`src/pkg/bridge_pwm_pkg.sv`:
```
// Constants for the half-bridge PWM and mode control block.
// Assumes a single 200 MHz clock and a synchronous active-high reset.
package bridge_pwm_pkg;
    // ****************************************************************
    // Geometry
    // ****************************************************************
    localparam int NUM_BRIDGES = 6;
    localparam int NUM_CHANNELS = 3;
    localparam int NUM_TIMEBASES = 3;
    localparam int DUTY_W = 8;
    localparam int FREQ_W = 2;
    localparam int MODE_W = 2;
    localparam int STEP_W = 14;
    // ****************************************************************
    // Frequency codes and reset values
    // ****************************************************************
    localparam logic [1:0] FREQ_STOP = 2'h0;
    localparam logic [1:0] FREQ_80 = 2'h1;
    localparam logic [1:0] FREQ_100 = 2'h2;
    localparam logic [1:0] FREQ_200 = 2'h3;
    localparam logic [1:0] MODE_NONE = 2'h0;
    localparam logic [5:0] FREQ_RST = 6'h00;
    localparam logic [23:0] DUTY_RST = 24'h000000;
    localparam logic [11:0] MODE_RST = 12'h000;
    localparam logic [5:0] ACT_RST = 6'h00;
    localparam logic [5:0] FW_RST = 6'h00;
    localparam logic [7:0] PHASE_LAST = 8'hFF;
    // ****************************************************************
    // Timing
    // ****************************************************************
    localparam int CLK_HZ = 200_000_000;
    localparam int CLK_MHZ = 200;
    localparam int F80_HZ = 80;
    localparam int F100_HZ = 100;
    localparam int F200_HZ = 200;
    localparam int DUTY_STEPS = 256;
    // Clocks per duty step, rounded down so the period never runs long
    localparam int STEP80_CYC = CLK_HZ / (F80_HZ * DUTY_STEPS);
    localparam int STEP100_CYC = CLK_HZ / (F100_HZ * DUTY_STEPS);
    localparam int STEP200_CYC = CLK_HZ / (F200_HZ * DUTY_STEPS);
    // Cross-conduction dead times of the gate stage
    localparam int DEAD_HL_NS = 1000;
    localparam int DEAD_LH_NS = 1000;
    localparam int DEAD_CYC = ((DEAD_HL_NS + DEAD_LH_NS) * CLK_MHZ + 999) / 1000;
endpackage

```
`src/hdl/bridge_pwm_ctrl.sv`:
```
// Mode control, configuration store and PWM generation for six half-bridges.
// Assumes the serial interface decoder writes on i_mclk and gate drive follows outputs.
// Operation
// - Logic supply power-on clears every setting and turns all switches off.
// - Power-stage supply dropout keeps settings; outputs resume when it returns.
// - Enable high gives normal mode, charge pump on, configuration accepted.
// - Enable low gives sleep: switches off, all settings back to reset.
// - Logic supply low clears logic and turns outputs off until it returns.
// - After any reset the reset report flag reads cleared in normal mode.
// - Each bridge maps to one of three channels, each with 8-bit duty.
// - Each channel runs at 80 Hz, 100 Hz or 200 Hz.
// - Frequency code 01 is 80 Hz, 10 is 100 Hz, 11 is 200 Hz.
// - Frequency code 00 stops the channel with its PWM output off.
// - Frequency and duty changes apply at period end, or at once on a stopped channel, never glitching output.
// - Active or passive free-wheeling is selectable; reset selects passive.
// - Active free-wheeling on a running channel acts only when both on-times exceed summed dead times.
// - Each output is driven statically by activation bits or by PWM.
// - Mode 00 uses no channel; with activation bits clear output is tri-state.
// - Stopped channel with active free-wheel holds high side off, low side on, if the bridge's high side is activated.
`timescale 1ns/10ps
module bridge_pwm_ctrl #(
    parameter int STEP80 = bridge_pwm_pkg::STEP80_CYC,
    parameter int STEP100 = bridge_pwm_pkg::STEP100_CYC
) (
    // Clock and reset
    input wire logic i_mclk,
    input wire logic i_srst,
    // Pins and supply monitors
    input wire logic i_en,
    input wire logic i_vdd_ok,
    input wire logic i_vs_ok,
    // Register writes from the serial interface
    input wire logic i_wr_freq,
    input wire logic [5:0] i_freq,
    input wire logic i_wr_duty,
    input wire logic [23:0] i_duty,
    input wire logic i_wr_assign,
    input wire logic [11:0] i_assign,
    input wire logic i_wr_act,
    input wire logic [5:0] i_upper_act,
    input wire logic [5:0] i_lower_act,
    input wire logic i_wr_fw,
    input wire logic [5:0] i_freewheel,
    input wire logic i_wr_flag_set,
    // Gate drive and status
    output logic [5:0] o_high_side_switch,
    output logic [5:0] o_low_side_switch,
    output logic o_charge_pump_on,
    output logic o_normal_mode,
    output logic o_reset_report_flag,
    output logic [5:0] o_channel_frequency_register,
    output logic [23:0] o_duty_cycle_register,
    output logic [11:0] o_bridge_channel_assign_register,
    output logic [5:0] o_bridge_activation_upper,
    output logic [5:0] o_bridge_activation_lower,
    output logic [5:0] o_freewheel_select_register
);
    import bridge_pwm_pkg::*;

    // ****************************************************************
    // Pin synchronisers and mode
    // ****************************************************************
    logic en_m_q, en_s_q, vdd_m_q, vdd_s_q, vs_m_q, vs_s_q;
    always_ff @(posedge i_mclk) begin
        if (i_srst) begin
            en_m_q <= 1'b0;
            en_s_q <= 1'b0;
            vdd_m_q <= 1'b0;
            vdd_s_q <= 1'b0;
            vs_m_q <= 1'b0;
            vs_s_q <= 1'b0;
        end else begin
            en_m_q <= i_en;
            en_s_q <= en_m_q;
            vdd_m_q <= i_vdd_ok;
            vdd_s_q <= vdd_m_q;
            vs_m_q <= i_vs_ok;
            vs_s_q <= vs_m_q;
        end
    end

    wire logic_rst = i_srst | ~vdd_s_q | ~en_s_q;
    wire drive_ok = ~logic_rst & vs_s_q;

    // ****************************************************************
    // Configuration store
    // ****************************************************************
    logic [5:0] freq_q;
    logic [23:0] duty_q;
    logic [11:0] mode_q;
    logic [5:0] hs_act_q, ls_act_q, fw_q;
    logic flag_q;
    always_ff @(posedge i_mclk) begin
        if (logic_rst) begin
            freq_q <= FREQ_RST;
            duty_q <= DUTY_RST;
            mode_q <= MODE_RST;
            hs_act_q <= ACT_RST;
            ls_act_q <= ACT_RST;
            fw_q <= FW_RST;
            flag_q <= 1'b0;
        end else begin
            if (i_wr_freq) freq_q <= i_freq;
            if (i_wr_duty) duty_q <= i_duty;
            if (i_wr_assign) mode_q <= i_assign;
            if (i_wr_act) begin
                hs_act_q <= i_upper_act;
                ls_act_q <= i_lower_act;
            end
            if (i_wr_fw) fw_q <= i_freewheel;
            if (i_wr_flag_set) flag_q <= 1'b1;
        end
    end

    // ****************************************************************
    // Free-running timebases, one per frequency
    // ****************************************************************
    logic [STEP_W-1:0] step_w [NUM_TIMEBASES];
    logic [7:0] phase_w [NUM_TIMEBASES];
    logic wrap_w [NUM_TIMEBASES];
    assign step_w[0] = STEP_W'(STEP80);
    assign step_w[1] = STEP_W'(STEP100);
    assign step_w[2] = STEP_W'(STEP200_CYC);

    for (genvar t = 0; t < NUM_TIMEBASES; t++) begin : g_tb
        logic [STEP_W-1:0] pre_q;
        logic [7:0] phase_q;
        wire tick = (pre_q == step_w[t] - STEP_W'(1));
        assign phase_w[t] = phase_q;
        assign wrap_w[t] = tick & (phase_q == PHASE_LAST);
        always_ff @(posedge i_mclk) begin
            if (logic_rst) begin
                pre_q <= '0;
                phase_q <= 8'h00;
            end else begin
                pre_q <= tick ? '0 : pre_q + STEP_W'(1);
                if (tick) phase_q <= phase_q + 8'h01;
            end
        end
    end

    // ****************************************************************
    // PWM channels with period-aligned update
    // ****************************************************************
    logic [2:0] pwm_on, ch_run, fw_ok;
    logic [1:0] act_freq_w [NUM_CHANNELS];
    logic [7:0] act_duty_w [NUM_CHANNELS];
    logic upd_w [NUM_CHANNELS];

    for (genvar c = 0; c < NUM_CHANNELS; c++) begin : g_ch
        logic [1:0] act_freq_q;
        logic [7:0] act_duty_q;
        wire run = (act_freq_q != FREQ_STOP);
        // Stopped channel parks on timebase 0 so no index runs past the array
        wire [1:0] tb = run ? act_freq_q - 2'h1 : 2'h0;
        wire upd = ~run | wrap_w[tb];
        wire [22:0] on_hi = 23'(act_duty_q) * 23'(step_w[tb]);
        wire [22:0] on_lo = 23'(9'(DUTY_STEPS) - 9'(act_duty_q)) * 23'(step_w[tb]);
        assign act_freq_w[c] = act_freq_q;
        assign act_duty_w[c] = act_duty_q;
        assign upd_w[c] = upd;
        assign ch_run[c] = run;
        assign pwm_on[c] = run & (phase_w[tb] < act_duty_q);
        assign fw_ok[c] = (on_hi > 23'(DEAD_CYC)) & (on_lo > 23'(DEAD_CYC));
        always_ff @(posedge i_mclk) begin
            if (logic_rst) begin
                act_freq_q <= FREQ_STOP;
                act_duty_q <= 8'h00;
            end else if (upd) begin
                act_freq_q <= freq_q[2*c +: 2];
                act_duty_q <= duty_q[8*c +: 8];
            end
        end
    end

    // ****************************************************************
    // Bridge output selection
    // ****************************************************************
    logic [5:0] hs_n, ls_n;
    for (genvar b = 0; b < NUM_BRIDGES; b++) begin : g_br
        wire [1:0] mode = mode_q[2*b +: 2];
        wire stat = (mode == MODE_NONE);
        wire [1:0] ch = stat ? 2'h0 : mode - 2'h1;
        wire p = pwm_on[ch];
        wire r = ch_run[ch];
        wire ok = fw_ok[ch];
        wire fw = fw_q[b];
        wire ha = hs_act_q[b];
        wire la = ls_act_q[b];
        wire hs_pwm = ha ? (r & p) : (la & fw & r & ~p & ok);
        wire ls_pwm = ha ? (fw & (~r | (~p & ok))) : (la & r & p);
        assign hs_n[b] = stat ? (ha & ~la) : hs_pwm;
        assign ls_n[b] = stat ? (la & ~ha) : ls_pwm;
    end

    always_ff @(posedge i_mclk) begin
        if (i_srst) begin
            o_high_side_switch <= 6'h00;
            o_low_side_switch <= 6'h00;
            o_charge_pump_on <= 1'b0;
            o_normal_mode <= 1'b0;
        end else begin
            o_high_side_switch <= drive_ok ? hs_n : 6'h00;
            o_low_side_switch <= drive_ok ? ls_n : 6'h00;
            o_charge_pump_on <= ~logic_rst;
            o_normal_mode <= ~logic_rst;
        end
    end

    assign o_reset_report_flag = flag_q;
    assign o_channel_frequency_register = freq_q;
    assign o_duty_cycle_register = duty_q;
    assign o_bridge_channel_assign_register = mode_q;
    assign o_bridge_activation_upper = hs_act_q;
    assign o_bridge_activation_lower = ls_act_q;
    assign o_freewheel_select_register = fw_q;
endmodule

```
`config.mk`:
```
export PLATFORM = sky130hd
export DESIGN_NAME = bridge_pwm_ctrl
export DESIGN_NICKNAME = d
export VERILOG_FILES = /design/src/pkg/bridge_pwm_pkg.sv /design/src/hdl/bridge_pwm_ctrl.sv
export SDC_FILE = /design/constraint.sdc
export NUM_CORES = 1
export LEC_CHECK = 0
export BUFFER_PORTS_ARGS = -buffer_cell sky130_fd_sc_hd__buf_2
export CAP_MARGIN = 20
export CORE_ASPECT_RATIO = 0.7
export CORE_MARGIN = 1.5
export CORE_UTILIZATION = 60
export CTS_CLUSTER_SIZE = 16
export DETAILED_ROUTE_END_ITERATION = 8
export HOLD_SLACK_MARGIN = 0.06
export PLACE_DENSITY = 0.78
export SYNTH_ARGS = -nofsm -noshare
export SYNTH_HDL_FRONTEND = slang
export SYNTH_SLANG_ARGS = --single-unit
```
`constraint.sdc`:
```
create_clock -name i_mclk -period 8.8 [get_ports i_mclk]
set_input_delay 1.32 -clock i_mclk [delete_from_list [all_inputs] [get_ports i_mclk]]
set_output_delay 1.32 -clock i_mclk [all_outputs]
set_load 0.02 [all_outputs]
```
* Yosys cells after proc, flatten, opt, wreduce, memory -nomap -nowiden
Index checks and enable logic that the tools add are counted.
** Storage, ports and cells
- Bits in registers :: 176
- Latch bits :: 0
- Memory bits (writable) :: 0
- ROM bits :: 0
- Output and inout port bits :: 75
- Memories :: 0
** Cells by class
- Add/subtract/negate cells :: 18
- Multipliers :: 6
- Divide/modulo/power cells :: 0
- Order comparisons :: 18
- Equal/unequal tests :: 6
- Shift operators :: 0
- Muxes and demuxes :: 96
- Bitwise operators :: 121
- Reductions and logical operators :: 13
** Operators by type and width (count)
- binary-select mux 14 bit (select 2 bit) :: 3
- two-way mux 14 bit :: 6
- AND 1 bit :: 76
- > comparator 23 x 9 -> 1 bit, second input constant :: 3
- multiplier 10 x 15 -> 23 bit :: 3
- > comparator 22 x 9 -> 1 bit, second input constant :: 3
- multiplier 8 x 14 -> 22 bit :: 3
- binary-select mux 8 bit (select 2 bit) :: 3
- two-way mux 1 bit :: 48
- two-way mux 8 bit :: 6
- adder 14 x 1 -> 14 bit, second input constant :: 3
- binary-select mux 1 bit (select 2 bit) :: 21
- inverter 1 bit :: 31
- subtractor 9 x 8 -> 10 bit, first input constant :: 3
- adder 8 x 1 -> 8 bit, second input constant :: 3
- equality test 8 bit, second input constant :: 3
- less-than comparator 8 bit :: 3
- less-than comparator 2 x 3 -> 1 bit, second input constant :: 6
- two-way mux 2 bit :: 9
- subtractor 2 x 1 -> 2 bit, second input constant :: 9
- equality test 14 x 12 -> 1 bit, second input constant :: 1
- equality test 14 x 13 -> 1 bit, second input constant :: 1
- equality test 14 bit, second input constant :: 1
- logical NOT 2 bit :: 6
- 5 further kinds :: 24

* Logic depth before layout (Yosys ltp)
- Word-level depth :: 16
- Depth in mapped cells :: 32

* Worst setup path before layout
Ideal clock, no wire load.
- Kind :: register to register
- Start point :: register g_ch[0].act_duty_q[0]
- End point :: register o_low_side_switch[5]
- Library setup time :: 0.126 ns
- Arrival :: 6.676 ns
- Required time :: 8.674 ns
- Setup slack :: 1.998 ns
- Cell stages (with the launch flop) :: 33
- Buffers on the path :: 2
- Path through :: dfxtp_1 clkbuf_1 inv_1 ha_1 and3_1 nand2_1 xnor2_1 inv_1 nand2_1 inv_1 nand2_1 inv_1 ha_1 fa_1 inv_1 fa_1 inv_1 fa_1 inv_1 fa_1 inv_1 ha_1 buf_2 a211oi_1 o21bai_1 or3_1 a31oi_1 o31ai_1 xor2_1 nor4_4 nor2_1 a211oi_1 a21oi_1
** Between the ends
- Word-level cells in the longest chain between the ends :: 11
- Elaborated cells on any way between the ends :: 19
- Classes of those cells :: 1 x add/sub; 2 x mul; 3 x order compare; 6 x mux; 7 x bitwise
** RTL lines
- start, declared :: line bridge_pwm_ctrl.sv:152 : logic [7:0] act_duty_q;
- start signal, assigned :: line bridge_pwm_ctrl.sv:171 : act_duty_q <= duty_q[8*c +: 8];
- subtractor 9 x 8 -> 10 bit :: line bridge_pwm_ctrl.sv:158 : wire [22:0] on_lo = 23'(9'(DUTY_STEPS) - 9'(act_duty_q)) * 23'(step_w[tb]);
- multiplier 10 x 15 -> 23 bit :: line bridge_pwm_ctrl.sv:158
- > comparator 23 x 9 -> 1 bit :: line bridge_pwm_ctrl.sv:164 : assign fw_ok[c] = (on_hi > 23'(DEAD_CYC)) & (on_lo > 23'(DEAD_CYC));
- AND 1 bit :: line bridge_pwm_ctrl.sv:164
- binary-select mux 1 bit (select 2 bit) :: line bridge_pwm_ctrl.sv:186 : wire ok = fw_ok[ch];
- two-way mux 1 bit (implied by the code) :: line bridge_pwm_ctrl.sv:186
- AND 1 bit :: line bridge_pwm_ctrl.sv:191 : wire ls_pwm = ha ? (fw & (~r | (~p & ok))) : (la & r & p);
- bitwise OR 1 bit :: line bridge_pwm_ctrl.sv:191
- AND 1 bit :: line bridge_pwm_ctrl.sv:191
- two-way mux 1 bit * :: line bridge_pwm_ctrl.sv:191
- two-way mux 1 bit * :: line bridge_pwm_ctrl.sv:193 : assign ls_n[b] = stat ? (la & ~ha) : ls_pwm;
- end signal, assigned :: line bridge_pwm_ctrl.sv:204 : o_low_side_switch <= drive_ok ? ls_n : 6'h00;
- end, declared :: line bridge_pwm_ctrl.sv:47 : output logic [5:0] o_low_side_switch,
Every way passes the cells marked *; elsewhere a longest branch is shown, timed or not. The select of a mux whose other input is x is not followed.
A chain may end at the register's enable or synchronous reset.

* Worst setup path after layout
Ends and elaborated chain as after synthesis.

==> results.toml <==
[run_status]
status = "complete, no violations"

[setup_path]
critical_path.most_common_cell = "inv_1"
cp_data_required_time_ns = 9.16
crit_arrival_ns = 8.08
crit_path_max_fanout = 9
ff2ff_setup_slack_ns = 1.08
critical-path-max-stage-delay_ns = 0.58
worstSetupStartpointType = "flip-flop"
crit_slowest_cell = "dfxtp_1"
timing_worst_setup_path_type = "reg -> reg"
endpoint_kind = "flip-flop"

[layout]
final_net_count = 4271
fraction_of_final_layout_cells_sized_beyond_drive_strength_1_pct = 7.397
mostFrequentLayoutCell = "inv_1"
insertedDiodeCount = 0
mostFrequentLayoutCells = "inv_1, ha_1, nor2_1"
syn2layout_area_growth_pct = 5.887

[synth]
syn-instance-count = 3403
ys_flop_type = "dfxtp_1"
yosys.cell_types.count = 91
ys_ff_latch = 176
async_reset_ff_share_pct = 0
synth-edff-count = 0
synthesis.yosys.warnings = 0
synth.cell_area_sq_um = 29030
seq_area_frac_synth_pct = 12.14
avgSynthCellArea_sq_um = 8.531
number_of_nets_produced_by_synthesis = 4226

[floorplanning]
fp-row-count = 67
die-width_microns = 265.9
dieArea_sq_um = 49740
initial_core_util_pct = 60.76
ios = 146
die-height_microns = 187.0
core_sq_um = 47780

[power_and_ir_drop]
net_switching_fraction_of_the_power_pct = 25.30
power_density_nw_per_um2 = 53.80
cellLeakagePower_nw = 16.44
power.switching_w = 0.0004183
seq_power_share_pct = 48.3
combinational_power_share_pct = 2.8
relative_contribution_of_the_clock_network_to_total_power_pct = 48.9
cellInternalPower_w = 0.001235
ir_worst_vdd_uv = 126.0

[place]
dpl.hpwl_microns = 62400
dpl_worst_slack_ns = 1.184
buffer_ports.inserted = 145
gp_routability_congestion = 1.013

[clocking]
h-tree-depth = 4
max-clock-path-buffers = 2
cts-buffers-inserted = 17
cts.sink_count = 176
cts-root-buf = "clkbuf_16"
postCtsSetupBuffers = 0
cts_hold_buffers = 0
cts.reportedPaths.clkPinSlew_ns = 0.08
tritoncts = "done"
clock_latency_ns = 0.48
cts.repair.resized = 0

[timing]
setup_ws_ns = 1.083
slew_viol_final = 0
grt_setup_unrepaired = "no"
setup_violations = 0
final_hold_viol_count = 0
max_freq_mhz = 129.6
finalCriticalPeriod_ns = 7.717
totalNegativeSetupSlack_ns = 0
slew-limit-headroom_pct = 33.55
clock-skew-final_ns = 0.01695
worst_slew_pin_slew_ns = 0.9968
final_min_period_over_clock_period_pct = 87.69

[global_routing]
grt_antenna_before_repair = 0
vias_in_the_first_global_route = 23280
global_route.usage.total_pct = 31.20
grt_start_max_net_pins = 80
grt.overflow.total = 0
global_route_wire_length_before_repair_microns = 123400

[routing]
drt-vias-per-instance = 5.874
vias = 23980
drtAntennaViolNets = 0
detail_route.iter0.violations = 2455
routed_wl_microns = 75080
drcViolationCount = 0
avgRoutedWirePerCell_microns = 18.39
firstDrtPassIters = 6

[worst_hold_path]
hold_path.class = "reg -> reg"

[job]
drv_cap = 0
metrics by stage:
stage / power, W / std cells / hold WS, ns / area (sq um) / utilization (%)
floorplan: 0.0008412 / 3403 / 0.4138 / 29030 / -
global placement: 0.0008630 / 4046 / 0.4190 / 30100 / 63.00
detailed placement: 0.0008639 / 4047 / 0.4253 / 30120 / 63.02
CTS: 0.001665 / 4079 / 0.4431 / 30720 / 64.29
global route: 0.001698 / 4082 / 0.4647 / 30740 / 64.33
finish: 0.001654 / 4082 / 0.4383 / 30740 / 64.33
metal layers:
metal | GRT usage, % | vias to the layer above | routed length [microns]
met5 | 0.8687 | - | 0
met4 | 8.042 | 0 | 1652
met3 | 11.23 | 89 | 8684
met2 | 42.70 | 1004 | 30290
met1 | 46.11 | 11500 | 34450
li1 | - | 11390 | -
state kept, by name, summed over array words and instances (netlist names), 6 cells and up:
name / count
g_tb.phase_q: 24
g_ch.act_freq_q: 6
o_bridge_channel_assign_register: 12
o_high_side_switch: 6
o_channel_frequency_register: 6
o_bridge_activation_upper: 6
g_tb.pre_q: 42
g_ch.act_duty_q: 24
o_duty_cycle_register: 24
o_freewheel_select_register: 6
o_bridge_activation_lower: 6
o_low_side_switch: 6
cell families (layout without fill, tap and decap cells):
| family | count (synthesis) | in the layout | synth area share (%) |
|---|---|---|---|
| AO/OA/AOI/OAI | 503 | 503 | 11.62 |
| XOR/XNOR | 121 | 121 | 3.745 |
| adder cells (fa/ha/maj) | 752 | 752 | 41.72 |
| buffers and inverters | 756 | 814 | 9.904 |
| flip-flops | 176 | 176 | 12.14 |
| multiplexers | 137 | 137 | 4.805 |
| AND/OR/NAND/NOR | 958 | 958 | 16.07 |
layout make-up:
cell class,instances,area [sq um]
clock buffers,18,439.2
clock inverters,14,163.9
fillers,4001,17040
repair buffers,165,879.6
flip-flops and latches,176,3523
well taps,621,777.0
multi-input cells,2471,22640
inverters,617,2316
synthesized netlist by cell type, types with 20 or more instances:
master,number,area share (%)
dfxtp_1,176,12
or2_2,24,0.52
inv_1,615,8.0
and3_1,50,1.1
xor2_1,58,1.7
nor2_1,363,4.7
nand2_1,162,2.1
clkbuf_1,107,1.4
nor3_1,74,1.3
fa_1,360,25
nand3_1,61,1.1
o211ai_1,20,0.52
xnor2_1,61,1.8
and2_1,28,0.60
a21oi_1,149,2.6
nor4_1,21,0.45
nand2b_1,28,0.60
nor2b_1,29,0.62
nand4_1,35,0.75
or3_1,30,0.65
ha_1,392,17
o21ai_0,78,1.3
a21o_1,37,0.96
a211oi_1,23,0.59
a31oi_1,24,0.52
mux2i_1,127,4.4
power groups by stage:
stage | sequential, W | combinational, W | clock [W]
2_1_floorplan | 0.000818 | 0.0000236 | 0
3_3_place_gp | 0.000817 | 0.0000456 | 0
3_5_place_dp | 0.000817 | 0.0000465 | 0
4_1_cts | 0.000799 | 0.0000467 | 0.000819
5_1_grt | 0.000799 | 0.0000506 | 0.000849
6_report | 0.000799 | 0.0000463 | 0.000809
worst max-delay path: cells and delay by family, from the launching register on:
kind / cells / cell delay (ns)
flip-flops: 1 / 0.58
XOR/XNOR: 2 / 0.44
AND/OR/NAND/NOR: 7 / 1.60
adder cells (fa/ha/maj): 7 / 3.02
buffers and inverters: 8 / 0.70
AO/OA/AOI/OAI: 6 / 1.24
final timing paths:
path                                       startpoint                   end  cells after the start
worst max-delay path            g_ch[0].act_duty_q[0]  o_low_side_switch[5]                     30
worst max register to register  g_ch[0].act_duty_q[0]  o_low_side_switch[5]                     30
worst min register to register                vdd_m_q               vdd_s_q                      1
worst min-delay path                          vdd_m_q               vdd_s_q                      1
(Power assumes the default switching activity.)
